==> config.mk <==
export PLATFORM = sky130hd
export DESIGN_NAME = urb_uart_core
export DESIGN_NICKNAME = d
export VERILOG_FILES = /design/src/rtl/urb_pkg.sv /design/src/rtl/urb_uart_core.sv /design/src/rtl/urb_rx_fifo.sv
export SDC_FILE = /design/constraint.sdc
export NUM_CORES = 1
export LEC_CHECK = 0
export BUFFER_PORTS_ARGS = -buffer_cell sky130_fd_sc_hd__buf_2
export CORE_ASPECT_RATIO = 1.5
export CORE_UTILIZATION = 50
export CTS_BUF_LIST = sky130_fd_sc_hd__clkbuf_8
export DETAILED_ROUTE_END_ITERATION = 7
export HOLD_SLACK_MARGIN = 0.1
export PLACE_DENSITY = 0.76
export SYNTH_ARGS = -nofsm -noshare
export SYNTH_HDL_FRONTEND = slang
export SYNTH_HIERARCHICAL = 1
export SYNTH_SLANG_ARGS = --single-unit
==> constraint.sdc <==
create_clock -name core_clk_i -period 2.4 [get_ports core_clk_i]
set_input_delay 0.12 -clock core_clk_i [delete_from_list [all_inputs] [get_ports core_clk_i]]
set_output_delay 0.12 -clock core_clk_i [all_outputs]
set_load 0.01 [all_outputs]
==> src/rtl/urb_pkg.sv <==
package urb_pkg;

    // register byte offsets on the AXI4-Lite port
    localparam int              ADDR_W    = 5;
    localparam logic [4:0]      OFS_DATA  = 5'h00;
    localparam logic [4:0]      OFS_STA   = 5'h04;
    localparam logic [4:0]      OFS_CTL   = 5'h08;
    localparam logic [4:0]      OFS_FMT   = 5'h0C;
    localparam logic [4:0]      OFS_BAUD  = 5'h10;

    // status register bits
    localparam int              STA_RXC   = 7;
    localparam int              STA_TXC   = 6;
    localparam int              STA_UDRE  = 5;
    localparam int              STA_FE    = 4;
    localparam int              STA_DOR   = 3;
    localparam int              STA_UPE   = 2;

    // control register bits
    localparam int              CTL_TXCIE = 6;
    localparam int              CTL_UDRIE = 5;
    localparam int              CTL_RXEN  = 4;
    localparam int              CTL_TX_ENABLE_BIT  = 3;
    localparam int              CTL_RXB8  = 1;
    localparam int              CTL_TXB8  = 0;

    // format register fields
    localparam int              FMT_CS_LSB = 0;
    localparam int              FMT_STOP2  = 3;
    localparam int              FMT_PM_LSB = 4;
    localparam int              FMT_SYNC   = 6;

    localparam logic [2:0]      CS_NINE   = 3'h7;
    localparam logic [2:0]      CS_RST    = 3'h3;
    localparam logic [11:0]     BAUD_RST  = 12'h01F;
    localparam logic [1:0]      RESP_OK   = 2'h0;
    localparam logic [1:0]      RESP_ERR  = 2'h2;
    localparam int              RX_DEPTH  = 2;

    typedef struct packed {
        logic       sync_mode;
        logic [1:0] parity_mode;
        logic       two_stop;
        logic [2:0] char_size;
    } urb_fmt_t;

    localparam urb_fmt_t        FMT_RST   = '{sync_mode: 1'b0, parity_mode: 2'h0, two_stop: 1'b0, char_size: CS_RST};

    typedef struct packed {
        logic       ninth;
        logic       frame_err;
        logic       overrun;
        logic       parity_err;
        logic [7:0] data;
    } urb_rx_ent_t;

    typedef enum logic [2:0] {TX_IDLE, TX_START, TX_DATA, TX_PAR, TX_STOP} urb_tx_st_t;
    typedef enum logic [2:0] {RX_IDLE, RX_START, RX_DATA, RX_PAR, RX_STOP} urb_rx_st_t;

    function automatic logic [3:0] urb_nbits(input logic [2:0] cs);
        return (cs == CS_NINE) ? 4'h9 : ({2'h0, cs[1:0]} + 4'h5);
    endfunction : urb_nbits

    function automatic logic urb_parity(input logic [8:0] d, input logic [2:0] cs, input logic odd);
        logic [8:0] m;
        m = 9'h1FF >> (4'h9 - urb_nbits(cs));
        return (^(d & m)) ^ odd;
    endfunction : urb_parity

endpackage : urb_pkg

==> src/rtl/urb_uart_core.sv <==
// The AXI4-Lite interface to the registers and the placing of the registers were chosen for this implementation.
`timescale 1ns/1ps
`default_nettype none
// Operation
// - buffer-empty flag follows transmit buffer state
// - empty request held while flag and enable
// - data write loads buffer, clears empty flag
// - complete flag sets when frame done, buffer empty
// - complete flag clears on service or one-write
// - complete request raised when flag sets, enabled
// - parity bit between last data, first stop
// - transmitter disable waits for pending data
// - disabled transmitter releases output pin
// - receive enable takes over input pin
// - sync mode samples on external clock
// - reception starts on valid start bit
// - second stop bit never examined
// - first stop bit moves frame to buffer
// - unused high data bits read zero
// - receive FIFO carries ninth bit and errors
// - receive-complete flag while unread data present
// - parity is data xor, inverted if odd
// - buffer moves to shifter when idle or after stop
module urb_uart_core
    import urb_pkg::*;
(
    input  wire logic              core_clk_i,
    input  wire logic              rst_b_i,
    input  wire logic              s_axi_awvalid_i,
    input  wire logic [ADDR_W-1:0] s_axi_awaddr_i,
    output logic                   s_axi_awready_o,
    input  wire logic              s_axi_wvalid_i,
    input  wire logic [31:0]       s_axi_wdata_i,
    input  wire logic [3:0]        s_axi_wstrb_i,
    output logic                   s_axi_wready_o,
    output logic                   s_axi_bvalid_o,
    output logic [1:0]             s_axi_bresp_o,
    input  wire logic              s_axi_bready_i,
    input  wire logic              s_axi_arvalid_i,
    input  wire logic [ADDR_W-1:0] s_axi_araddr_i,
    output logic                   s_axi_arready_o,
    output logic                   s_axi_rvalid_o,
    output logic [31:0]            s_axi_rdata_o,
    output logic [1:0]             s_axi_rresp_o,
    input  wire logic              s_axi_rready_i,
    input  wire logic              global_irq_en_i,
    input  wire logic              txc_irq_ack_i,
    input  wire logic              serial_in_pin_i,
    input  wire logic              sync_clock_pin_i,
    output logic                   serial_out_pin_o,
    output logic                   serial_out_pin_oe_o,
    output logic                   serial_in_override_o,
    output logic                   irq_tx_empty_o,
    output logic                   irq_tx_complete_o
);

    // bus slave state
    logic              awready_q, wready_q, bvalid_q, arready_q, rvalid_q;
    logic              aw_ok_q, w_ok_q;
    logic [ADDR_W-1:0] aw_addr_q;
    logic [31:0]       w_data_q;
    logic [3:0]        w_strb_q;
    logic [1:0]        bresp_q, rresp_q;
    logic [31:0]       rdata_q, rd_val;
    logic              rd_err, wr_fire, rd_fire, wr_err;
    logic              wr_data, wr_sta, wr_ctl, wr_fmt, wr_baud, pop;

    // control and format
    logic              txcie_q, udrie_q, rxen_q, tx_enable_bit_q, txb8_q;
    urb_fmt_t          fmt_q;
    logic [11:0]       baud_q;
    logic [3:0]        nb;

    // transmitter
    urb_tx_st_t        tx_st_q;
    logic [8:0]        tbuf_q, tx_sh_q;
    logic              udre_q, txc_q, tx_act_q, tx_line_q, tx_par_q, tx_stop2_q;
    logic [3:0]        tx_bit_q;
    logic [11:0]       tx_cnt_q;
    logic              tx_tick, tx_end, tx_load;
    logic              irq_empty_q, irq_txc_q;

    // receiver
    urb_rx_st_t        rx_st_q;
    logic              rs1_q, rs2_q, xs1_q, xs2_q, xs3_q;
    logic              xck_rise, xck_fall, rx_tick;
    logic [11:0]       rx_cnt_q;
    logic [3:0]        rx_bit_q;
    logic [8:0]        rx_sh_q;
    logic              rx_par_q, ovr_pend_q, rx_push;
    urb_rx_ent_t       rx_ent, rx_head;
    logic              rx_full, rx_empty;

    assign nb = urb_nbits(fmt_q.char_size);

    assign s_axi_awready_o      = awready_q;
    assign s_axi_wready_o       = wready_q;
    assign s_axi_bvalid_o       = bvalid_q;
    assign s_axi_bresp_o        = bresp_q;
    assign s_axi_arready_o      = arready_q;
    assign s_axi_rvalid_o       = rvalid_q;
    assign s_axi_rdata_o        = rdata_q;
    assign s_axi_rresp_o        = rresp_q;
    assign serial_out_pin_o     = tx_line_q;
    assign serial_out_pin_oe_o  = tx_act_q;
    assign irq_tx_empty_o       = irq_empty_q;
    assign irq_tx_complete_o    = irq_txc_q;

    // address and data taken in either order
    assign wr_fire = aw_ok_q && w_ok_q && !bvalid_q;
    assign rd_fire = s_axi_arvalid_i && arready_q;
    assign wr_err  = !(aw_addr_q inside {OFS_DATA, OFS_STA, OFS_CTL, OFS_FMT, OFS_BAUD});
    assign wr_data = wr_fire && aw_addr_q == OFS_DATA && w_strb_q[0];
    assign wr_sta  = wr_fire && aw_addr_q == OFS_STA  && w_strb_q[0];
    assign wr_ctl  = wr_fire && aw_addr_q == OFS_CTL  && w_strb_q[0];
    assign wr_fmt  = wr_fire && aw_addr_q == OFS_FMT  && w_strb_q[0];
    assign wr_baud = wr_fire && aw_addr_q == OFS_BAUD;
    assign pop     = rd_fire && s_axi_araddr_i == OFS_DATA && !rx_empty;

    always_ff @(posedge core_clk_i or negedge rst_b_i)
    begin
        if (!rst_b_i)
        begin
            awready_q <= 1'b1;
            wready_q  <= 1'b1;
            aw_ok_q   <= 1'b0;
            w_ok_q    <= 1'b0;
            aw_addr_q <= '0;
            w_data_q  <= '0;
            w_strb_q  <= '0;
            bvalid_q  <= 1'b0;
            bresp_q   <= RESP_OK;
        end
        else
        begin
            if (s_axi_awvalid_i && awready_q)
            begin
                awready_q <= 1'b0;
                aw_ok_q   <= 1'b1;
                aw_addr_q <= s_axi_awaddr_i;
            end
            if (s_axi_wvalid_i && wready_q)
            begin
                wready_q <= 1'b0;
                w_ok_q   <= 1'b1;
                w_data_q <= s_axi_wdata_i;
                w_strb_q <= s_axi_wstrb_i;
            end
            if (wr_fire)
            begin
                aw_ok_q  <= 1'b0;
                w_ok_q   <= 1'b0;
                bvalid_q <= 1'b1;
                bresp_q  <= wr_err ? RESP_ERR : RESP_OK;
            end
            if (bvalid_q && s_axi_bready_i)
            begin
                bvalid_q  <= 1'b0;
                awready_q <= 1'b1;
                wready_q  <= 1'b1;
            end
        end
    end

    always_comb
    begin
        rd_val = '0;
        rd_err = 1'b0;
        unique case (s_axi_araddr_i)
            OFS_DATA: rd_val[7:0] = rx_head.data;
            OFS_STA:
            begin
                rd_val[STA_RXC]  = !rx_empty;
                rd_val[STA_TXC]  = txc_q;
                rd_val[STA_UDRE] = udre_q;
                rd_val[STA_FE]   = !rx_empty && rx_head.frame_err;
                rd_val[STA_DOR]  = !rx_empty && rx_head.overrun;
                rd_val[STA_UPE]  = !rx_empty && rx_head.parity_err;
            end
            OFS_CTL:
            begin
                rd_val[CTL_TXCIE] = txcie_q;
                rd_val[CTL_UDRIE] = udrie_q;
                rd_val[CTL_RXEN]  = rxen_q;
                rd_val[CTL_TX_ENABLE_BIT]  = tx_enable_bit_q;
                rd_val[CTL_RXB8]  = !rx_empty && rx_head.ninth;
                rd_val[CTL_TXB8]  = txb8_q;
            end
            OFS_FMT:  rd_val[6:0]  = fmt_q;
            OFS_BAUD: rd_val[11:0] = baud_q;
            default:  rd_err = 1'b1;
        endcase
    end

    always_ff @(posedge core_clk_i or negedge rst_b_i)
    begin
        if (!rst_b_i)
        begin
            arready_q <= 1'b1;
            rvalid_q  <= 1'b0;
            rdata_q   <= '0;
            rresp_q   <= RESP_OK;
        end
        else if (rd_fire)
        begin
            arready_q <= 1'b0;
            rvalid_q  <= 1'b1;
            rdata_q   <= rd_val;
            rresp_q   <= rd_err ? RESP_ERR : RESP_OK;
        end
        else if (rvalid_q && s_axi_rready_i)
        begin
            rvalid_q  <= 1'b0;
            arready_q <= 1'b1;
        end
    end

    // control, format and divider registers
    always_ff @(posedge core_clk_i or negedge rst_b_i)
    begin
        if (!rst_b_i)
        begin
            txcie_q <= 1'b0;
            udrie_q <= 1'b0;
            rxen_q  <= 1'b0;
            tx_enable_bit_q  <= 1'b0;
            txb8_q  <= 1'b0;
            fmt_q   <= FMT_RST;
            baud_q  <= BAUD_RST;
        end
        else
        begin
            if (wr_ctl)
            begin
                txcie_q <= w_data_q[CTL_TXCIE];
                udrie_q <= w_data_q[CTL_UDRIE];
                rxen_q  <= w_data_q[CTL_RXEN];
                tx_enable_bit_q  <= w_data_q[CTL_TX_ENABLE_BIT];
                txb8_q  <= w_data_q[CTL_TXB8];
            end
            if (wr_fmt)
                fmt_q <= urb_fmt_t'(w_data_q[6:0]);
            if (wr_baud && w_strb_q[0])
                baud_q[7:0] <= w_data_q[7:0];
            if (wr_baud && w_strb_q[1])
                baud_q[11:8] <= w_data_q[11:8];
        end
    end

    // pin inputs pass two flops; edges are taken from the second and third
    always_ff @(posedge core_clk_i or negedge rst_b_i)
    begin
        if (!rst_b_i)
        begin
            rs1_q <= 1'b1;
            rs2_q <= 1'b1;
            xs1_q <= 1'b0;
            xs2_q <= 1'b0;
            xs3_q <= 1'b0;
        end
        else
        begin
            rs1_q <= serial_in_pin_i;
            rs2_q <= rs1_q;
            xs1_q <= sync_clock_pin_i;
            xs2_q <= xs1_q;
            xs3_q <= xs2_q;
        end
    end

    assign xck_rise = xs2_q && !xs3_q;
    assign xck_fall = !xs2_q && xs3_q;

    // tx shifts on falling sync edge
    assign tx_tick = fmt_q.sync_mode ? xck_fall : (tx_cnt_q == 12'h000);
    assign tx_end  = tx_st_q == TX_STOP && tx_tick && (!fmt_q.two_stop || tx_stop2_q);
    assign tx_load = tx_act_q && !udre_q && (tx_st_q == TX_IDLE || tx_end);

    always_ff @(posedge core_clk_i or negedge rst_b_i)
    begin
        if (!rst_b_i)
        begin
            tbuf_q <= '0;
            udre_q <= 1'b1;
        end
        else if (wr_data)
        begin
            tbuf_q <= {txb8_q, w_data_q[7:0]};
            udre_q <= 1'b0;
        end
        else if (tx_load)
            udre_q <= 1'b1;
    end

    always_ff @(posedge core_clk_i or negedge rst_b_i)
    begin
        if (!rst_b_i)
            tx_cnt_q <= BAUD_RST;
        else if (tx_st_q == TX_IDLE || tx_cnt_q == 12'h000 || tx_load)
            tx_cnt_q <= baud_q;
        else
            tx_cnt_q <= tx_cnt_q - 12'h001;
    end

    always_ff @(posedge core_clk_i or negedge rst_b_i)
    begin
        if (!rst_b_i)
        begin
            tx_st_q    <= TX_IDLE;
            tx_sh_q    <= '0;
            tx_bit_q   <= 4'h0;
            tx_par_q   <= 1'b0;
            tx_stop2_q <= 1'b0;
            tx_line_q  <= 1'b1;
        end
        else if (tx_load)
        begin
            tx_st_q   <= TX_START;
            tx_sh_q   <= tbuf_q;
            tx_bit_q  <= 4'h0;
            tx_par_q  <= urb_parity(tbuf_q, fmt_q.char_size, fmt_q.parity_mode[0]);
            tx_line_q <= 1'b0;
        end
        else if (tx_tick)
        begin
            unique case (tx_st_q)
                TX_IDLE: tx_line_q <= 1'b1;
                TX_START, TX_DATA:
                begin
                    if (tx_bit_q == nb)
                    begin
                        tx_st_q    <= fmt_q.parity_mode[1] ? TX_PAR : TX_STOP;
                        tx_line_q  <= fmt_q.parity_mode[1] ? tx_par_q : 1'b1;
                        tx_stop2_q <= 1'b0;
                    end
                    else
                    begin
                        tx_st_q   <= TX_DATA;
                        tx_line_q <= tx_sh_q[0];
                        tx_sh_q   <= tx_sh_q >> 1;
                        tx_bit_q  <= tx_bit_q + 4'h1;
                    end
                end
                TX_PAR:
                begin
                    tx_st_q    <= TX_STOP;
                    tx_line_q  <= 1'b1;
                    tx_stop2_q <= 1'b0;
                end
                TX_STOP:
                begin
                    if (tx_end)
                        tx_st_q <= TX_IDLE;
                    tx_stop2_q <= 1'b1;
                end
            endcase
        end
    end

    // complete flag: a setting event beats a clear in the same cycle
    always_ff @(posedge core_clk_i or negedge rst_b_i)
    begin
        if (!rst_b_i)
            txc_q <= 1'b0;
        else if (tx_end && udre_q)
            txc_q <= 1'b1;
        else if (txc_irq_ack_i || (wr_sta && w_data_q[STA_TXC]))
            txc_q <= 1'b0;
    end

    // override held until shifter and buffer drain
    always_ff @(posedge core_clk_i or negedge rst_b_i)
    begin
        if (!rst_b_i)
            tx_act_q <= 1'b0;
        else if (tx_enable_bit_q)
            tx_act_q <= 1'b1;
        else if (tx_st_q == TX_IDLE && udre_q)
            tx_act_q <= 1'b0;
    end

    always_ff @(posedge core_clk_i or negedge rst_b_i)
    begin
        if (!rst_b_i)
        begin
            irq_empty_q <= 1'b0;
            irq_txc_q   <= 1'b0;
        end
        else
        begin
            irq_empty_q <= udrie_q && udre_q && global_irq_en_i;
            irq_txc_q   <= txcie_q && txc_q && global_irq_en_i;
        end
    end

    // receiver
    assign rx_tick = fmt_q.sync_mode ? xck_rise : (rx_cnt_q == 12'h000);

    always_ff @(posedge core_clk_i or negedge rst_b_i)
    begin
        if (!rst_b_i)
            rx_cnt_q <= BAUD_RST;
        else if (rx_st_q == RX_IDLE)
            rx_cnt_q <= {1'b0, baud_q[11:1]};
        else if (rx_cnt_q == 12'h000)
            rx_cnt_q <= baud_q;
        else
            rx_cnt_q <= rx_cnt_q - 12'h001;
    end

    always_ff @(posedge core_clk_i or negedge rst_b_i)
    begin
        if (!rst_b_i)
        begin
            rx_st_q  <= RX_IDLE;
            rx_bit_q <= 4'h0;
            rx_sh_q  <= '0;
            rx_par_q <= 1'b0;
        end
        else if (!rxen_q)
            rx_st_q <= RX_IDLE;
        else
        begin
            unique case (rx_st_q)
                RX_IDLE:
                begin
                    rx_bit_q <= 4'h0;
                    rx_sh_q  <= '0;
                    if (!rs2_q && (!fmt_q.sync_mode || rx_tick))
                        rx_st_q <= fmt_q.sync_mode ? RX_DATA : RX_START;
                end
                RX_START:
                    if (rx_tick)
                        rx_st_q <= rs2_q ? RX_IDLE : RX_DATA;
                RX_DATA:
                    if (rx_tick)
                    begin
                        rx_sh_q[rx_bit_q] <= rs2_q;
                        rx_bit_q          <= rx_bit_q + 4'h1;
                        if (rx_bit_q == nb - 4'h1)
                            rx_st_q <= fmt_q.parity_mode[1] ? RX_PAR : RX_STOP;
                    end
                RX_PAR:
                    if (rx_tick)
                    begin
                        rx_par_q <= rs2_q;
                        rx_st_q  <= RX_STOP;
                    end
                RX_STOP:
                    if (rx_tick)
                        rx_st_q <= RX_IDLE;
            endcase
        end
    end

    assign rx_push = rxen_q && rx_st_q == RX_STOP && rx_tick && !rx_full;

    always_comb
    begin
        rx_ent            = '0;
        rx_ent.data       = rx_sh_q[7:0];
        rx_ent.ninth      = rx_sh_q[8];
        rx_ent.frame_err  = !rs2_q;
        rx_ent.overrun    = ovr_pend_q;
        rx_ent.parity_err = fmt_q.parity_mode[1]
                            && (urb_parity(rx_sh_q, fmt_q.char_size, fmt_q.parity_mode[0]) != rx_par_q);
    end

    // lost frame marks the next stored one
    always_ff @(posedge core_clk_i or negedge rst_b_i)
    begin
        if (!rst_b_i)
            ovr_pend_q <= 1'b0;
        else if (rxen_q && rx_st_q == RX_STOP && rx_tick && rx_full)
            ovr_pend_q <= 1'b1;
        else if (rx_push)
            ovr_pend_q <= 1'b0;
    end

    always_ff @(posedge core_clk_i or negedge rst_b_i)
    begin
        if (!rst_b_i)
            serial_in_override_o <= 1'b0;
        else
            serial_in_override_o <= rxen_q;
    end

    urb_rx_fifo u_rx_fifo (
        .core_clk_i (core_clk_i),
        .rst_b_i    (rst_b_i),
        .push_i     (rx_push),
        .push_ent_i (rx_ent),
        .pop_i      (pop),
        .head_o     (rx_head),
        .full_o     (rx_full),
        .empty_o    (rx_empty)
    );

endmodule : urb_uart_core
`default_nettype wire

==> src/rtl/urb_rx_fifo.sv <==
`timescale 1ns/1ps
`default_nettype none
module urb_rx_fifo
    import urb_pkg::*;
(
    input  wire logic        core_clk_i,
    input  wire logic        rst_b_i,
    input  wire logic        push_i,
    input  wire urb_rx_ent_t push_ent_i,
    input  wire logic        pop_i,
    output urb_rx_ent_t      head_o,
    output logic             full_o,
    output logic             empty_o
);

    urb_rx_ent_t ent_q  [RX_DEPTH];
    urb_rx_ent_t ent_up [RX_DEPTH];
    logic [1:0]  cnt_q;

    assign head_o  = ent_q[0];
    assign full_o  = (cnt_q == 2'(RX_DEPTH));
    assign empty_o = (cnt_q == 2'h0);

    // entries shift toward the head on each read
    genvar i;
    generate
        for (i = 0; i < RX_DEPTH; i++)
        begin : g_ent
            if (i + 1 < RX_DEPTH)
            begin : g_mid
                assign ent_up[i] = ent_q[i + 1];
            end
            else
            begin : g_top
                assign ent_up[i] = '0;
            end

            always_ff @(posedge core_clk_i or negedge rst_b_i)
            begin
                if (!rst_b_i)
                    ent_q[i] <= '0;
                else if (pop_i && !empty_o)
                begin
                    if (push_i && cnt_q == 2'(i + 1))
                        ent_q[i] <= push_ent_i;
                    else
                        ent_q[i] <= ent_up[i];
                end
                else if (push_i && cnt_q == 2'(i))
                    ent_q[i] <= push_ent_i;
            end
        end
    endgenerate

    always_ff @(posedge core_clk_i or negedge rst_b_i)
    begin
        if (!rst_b_i)
            cnt_q <= 2'h0;
        else if (push_i && !(pop_i && !empty_o) && !full_o)
            cnt_q <= cnt_q + 2'h1;
        else if (!push_i && pop_i && !empty_o)
            cnt_q <= cnt_q - 2'h1;
    end

endmodule : urb_rx_fifo
`default_nettype wire

==> impl.org <==
** Clocking
- CTS built an H-tree with a depth of 4.
- Cell at the root of the clock tree :: sky130_fd_sc_hd__clkbuf_8
- Maximum root-to-sink buffer count :: 2
- TritonCTS built the clock tree.
- After clock tree synthesis, the clock-pin slew on the worst setup and hold paths is 0.10 ns.
- The later pin in the worst-skew pair is clocked with a latency of 0.47 ns.
- Buffers inserted during clock tree synthesis total 17.
- Clk sink count :: 171

** Layout
- Summing all multi-input logic gate instances after layout gives 4414 um^2.
- Leaving out fill and tap cells, the most frequent cell in the layout is sky130_fd_sc_hd__dfrtp_1.
- Fraction of final layout cells with drive strength greater than 1 :: 0.3002
- P&R area growth vs syn :: 18.82%
- At the end of the flow, the number of nets in the layout was 1058.
- The library cells used most frequently in the layout, excluding fill and tap cells, are 147 x sky130_fd_sc_hd__dfrtp_1, 83 x sky130_fd_sc_hd__nand2_1, 70 x sky130_fd_sc_hd__mux2_2, 59 x sky130_fd_sc_hd__buf_4, 57 x sky130_fd_sc_hd__buf_2.
- Across the whole layout, storage elements account for 4309 um^2.
- Final standard cell count with taps included and fillers excluded :: 1209
- Ant diodes :: 0
- For this run, the share of the core covered by cells in the final layout is 0.6127.
- The layout has 1374 filler cells.

** Logic synthesis
- A synthesized cell averages 10.61 um^2.
- Number of flops mapped to enable cells by yosys :: 0
- After synthesis the netlist holds a flip-flop and latch count of 171.
- The most used flip-flop cell after synthesis is sky130_fd_sc_hd__dfrtp_1.
- Dominant cell type by area after synthesis :: sky130_fd_sc_hd__dfrtp_1
- The Yosys step of the flow raised 6 warnings.
- Share of the yosys chip area belonging to registers :: 0.4777
- Count of distinct cell types in the synthesized netlist :: 73
- The mapped netlist covers 9021 um^2.
- Portion of synthesized cell area occupied by the leading cell type :: 0.4078
- Asr flop ratio synth :: 1.000
- Synth top area cells :: sky130_fd_sc_hd__dfrtp_1 41%, sky130_fd_sc_hd__mux2_2 8.7%, sky130_fd_sc_hd__dfstp_2 7.0%
- Syn Inst Count :: 850

** Floorplanning
- Die boundary height :: 166.5 um
- Cell row count :: 59
- For this design the top-level I/O count stands at 103.
- Initial Util :: 0.5156
- Width of the die :: 111.7 um
- After floorplanning, the core was sized to cover 17500 um^2.
- The die covers 18600 um^2.

** Route
- Drt first-iter violations :: 663
- Wires add up to 24060 um.
- Number of design rule violations left after detail routing :: 10
- In this run the remaining antenna-violating nets after routing total 0.
- Dividing the detail-routed wire length by the instance count gives 19.90 um.
- Using the TritonRoute via totals, the vias-per-cell ratio works out to 6.004.
- First-pass DRT Iterations :: 7
- Detailed routing inserted a total of 7259 vias.

** Worst setup path
- Data arrival at the endpoint of the critical path :: 2.89 ns
- Number of cells traversed by the worst register-to-register path :: 10
- Crit path capture :: u_rx_fifo/head_o[8]
- Critical Path End Type :: register
- R2R Path Start :: fmt_q[0]
- For the worst setup path, the data required time is 2.75 ns.
- CP Max Fanout :: 5
- Setup slack on the worst reg-to-reg path comes out at -0.14 ns.
- Category of the worst setup path launch point :: register
- The worst register-to-register path ends at u_rx_fifo/head_o[8].
- Start-to-end type of the worst setup path :: reg2reg
- Critical Path Start :: fmt_q[0]

** Place
- HPWL after DPL :: 16640 um
- Counting tap cells, the placed design contains a total of 1133 instances.
- Post-placement setup slack :: -0.1306 ns
- Routability-driven placement finished with a final weighted congestion of 0.9034.
- The count of buffers added on input and output ports is 58.

** Global route
- Entering global routing, the biggest net connects 67 pins.
- Global-route usage over all layers :: 0.2679
- Vias in the first global route :: 7484
- Wire length of the first global-routing pass :: 38600 um
- Antenna violations before repair :: 0
- Global routing finished with a remaining overflow of 0.

** STA
- Final min period :: 2.541 ns
- At the pin with the least slew margin, the transition time is 0.6378 ns.
- The number of hold violations in the final report was 0.
- Unrepaired setup endpoints after global routing :: true
- Worst hold slack :: 0.1485 ns
- Count of endpoints failing setup in the final report :: 2
- Across all setup checks in the final design, the least slack found is -0.1409 ns.
- Dividing the final minimum period by the clock period gives 1.059.
- For the final database, setup skew stands at 0.02116 ns.
- Static timing analysis puts the maximum clock frequency at 0.3936 GHz.
- The number of pins exceeding their max-slew limit in the final report is 0.
- Measured against its own limit, the worst slew margin works out to 0.5737.

** Power
- The design draws 10.46 mW.
- Leakage power :: 4.918 nW
- Peak VDD IR :: 0.4228 mV
- Dividing total power by cell area gives a power density of 975.6 nW/um^2.

** Outcome
- Result of the run :: finished with violations
- The checks that failed: design-rule violations, negative setup slack.

** Worst hold path
- Along the worst hold path, the cell count comes to 4.
- Worst min-delay path category :: in2reg

** Job
- Across the run, the number of max-cap violations was 0.
-- report_power, final --
group | total, mW | internal, mW | leakage, nW | switching, mW
logic | 3.88 | 1.94 | 2.51 | 1.94
registers | 4.53 | 3.66 | 2.21 | 0.876
clock network | 2.05 | 0.788 | 0.193 | 1.26
-- cells by family after synthesis --
group,synth area share
and+or+nand+nor,0.1444
AOI/OAI and AO/OA,0.1416
DFF,0.4777
buffers and inverters,0.05853
muxes,0.1090
xor gates and xnor gates,0.04341
adders and majority gates,0.02497
other,0.0004157
-- state kept, by name, summed over array words and instances (netlist names), 2 cells and up --
| register | cells |
|---|---|
| u_rx_fifo/ent_q | 12 |
| rx_cnt_q | 12 |
| aw_addr_q | 5 |
| rx_sh_q | 9 |
| rx_st_q | 3 |
| w_strb_q | 2 |
| tbuf_q | 9 |
| tx_st_q | 3 |
| tx_cnt_q | 12 |
| u_rx_fifo/cnt_q | 2 |
| fmt_q | 7 |
| s_axi_rdata_o | 12 |
| tx_sh_q | 9 |
| rx_bit_q | 4 |
| u_rx_fifo/head_o | 12 |
| w_data_q | 12 |
| baud_q | 12 |
| tx_bit_q | 4 |
-- layer usage --
metal | vias up | GRT usage | share of wire
met5 | - | 0 | 0
met3 | 122 | 0.04840 | 0.047
met4 | 0 | 0.1804 | 0.072
met2 | 289 | 0.4629 | 0.51
met1 | 3570 | 0.2993 | 0.37
li1 | 3278 | - | -
-- worst max-delay path: stages (launching register included) --
cell                       delay (ns)
sky130_fd_sc_hd__dfstp_2         0.61
sky130_fd_sc_hd__inv_2           0.07
sky130_fd_sc_hd__ha_4            0.28
sky130_fd_sc_hd__inv_4           0.05
sky130_fd_sc_hd__ha_4            0.17
sky130_fd_sc_hd__a21bo_2         0.19
sky130_fd_sc_hd__a32o_1          0.24
sky130_fd_sc_hd__a221oi_2        0.26
sky130_fd_sc_hd__nand2b_1        0.16
sky130_fd_sc_hd__mux2i_2         0.09
sky130_fd_sc_hd__a221o_1         0.32
-- cell usage after synthesis, types with 18 or more instances --
master / count
sky130_fd_sc_hd__a21oi_1: 30
sky130_fd_sc_hd__buf_4: 35
sky130_fd_sc_hd__clkbuf_1: 23
sky130_fd_sc_hd__dfrtp_1: 147
sky130_fd_sc_hd__dfstp_2: 24
sky130_fd_sc_hd__ha_1: 18
sky130_fd_sc_hd__inv_1: 33
sky130_fd_sc_hd__mux2_2: 70
sky130_fd_sc_hd__nand2_1: 85
sky130_fd_sc_hd__nand3_1: 22
sky130_fd_sc_hd__nor2_1: 32
sky130_fd_sc_hd__nor3_1: 18
sky130_fd_sc_hd__o21ai_0: 48
sky130_fd_sc_hd__xnor2_1: 24
-- through the flow --
step | TNS (ns) | area (um^2)
2_1_floorplan | -0.01028 | 9144
3_3_place_gp | -0.1134 | 9763
3_5_place_dp | -1.112 | 9763
4_1_cts | -0.1094 | 10560
5_1_grt | -2.424 | 10720
6_report | -0.1737 | 10720
-- how the worst min path moves through the flow --
stage / startpoint / slack, ns / to
after floorplan: rst_b_i / -0.18 / aw_addr_q[0]
after global placement: rst_b_i / 0.04 / tx_bit_q[2]
after detailed placement: rst_b_i / 0.04 / tx_bit_q[2]
after CTS: s_axi_araddr_i[1] / 0.12 / s_axi_rdata_o[5]
after global routing: s_axi_araddr_i[4] / 0.19 / s_axi_rdata_o[5]
final: s_axi_araddr_i[1] / 0.15 / s_axi_rdata_o[5]
-- layout make-up --
| cell class | instances | share of cell area |
|---|---|---|
| Multi-Input combinational cell | 600 | 0.4118 |
| Sequential cell | 171 | 0.4020 |
| Timing Repair Buffer | 160 | 0.1116 |
| Tap cell | 213 | 0.02486 |
| Clock buffer | 17 | 0.02183 |
| Clock inverter | 15 | 0.01611 |
| Inverter | 33 | 0.01179 |
-- timing repair --
item | CTS | global route
gates resized for setup | 4 | 36
setup endpoints to repair | 15 | 47
gates cloned | 0 | 1
endpoints found under the hold margin | 179 | 0
pin swaps | 0 | 19
hold buffers | 36 | 0
setup buffers | 2 | 5
Power figures use the tool's default switching activity.
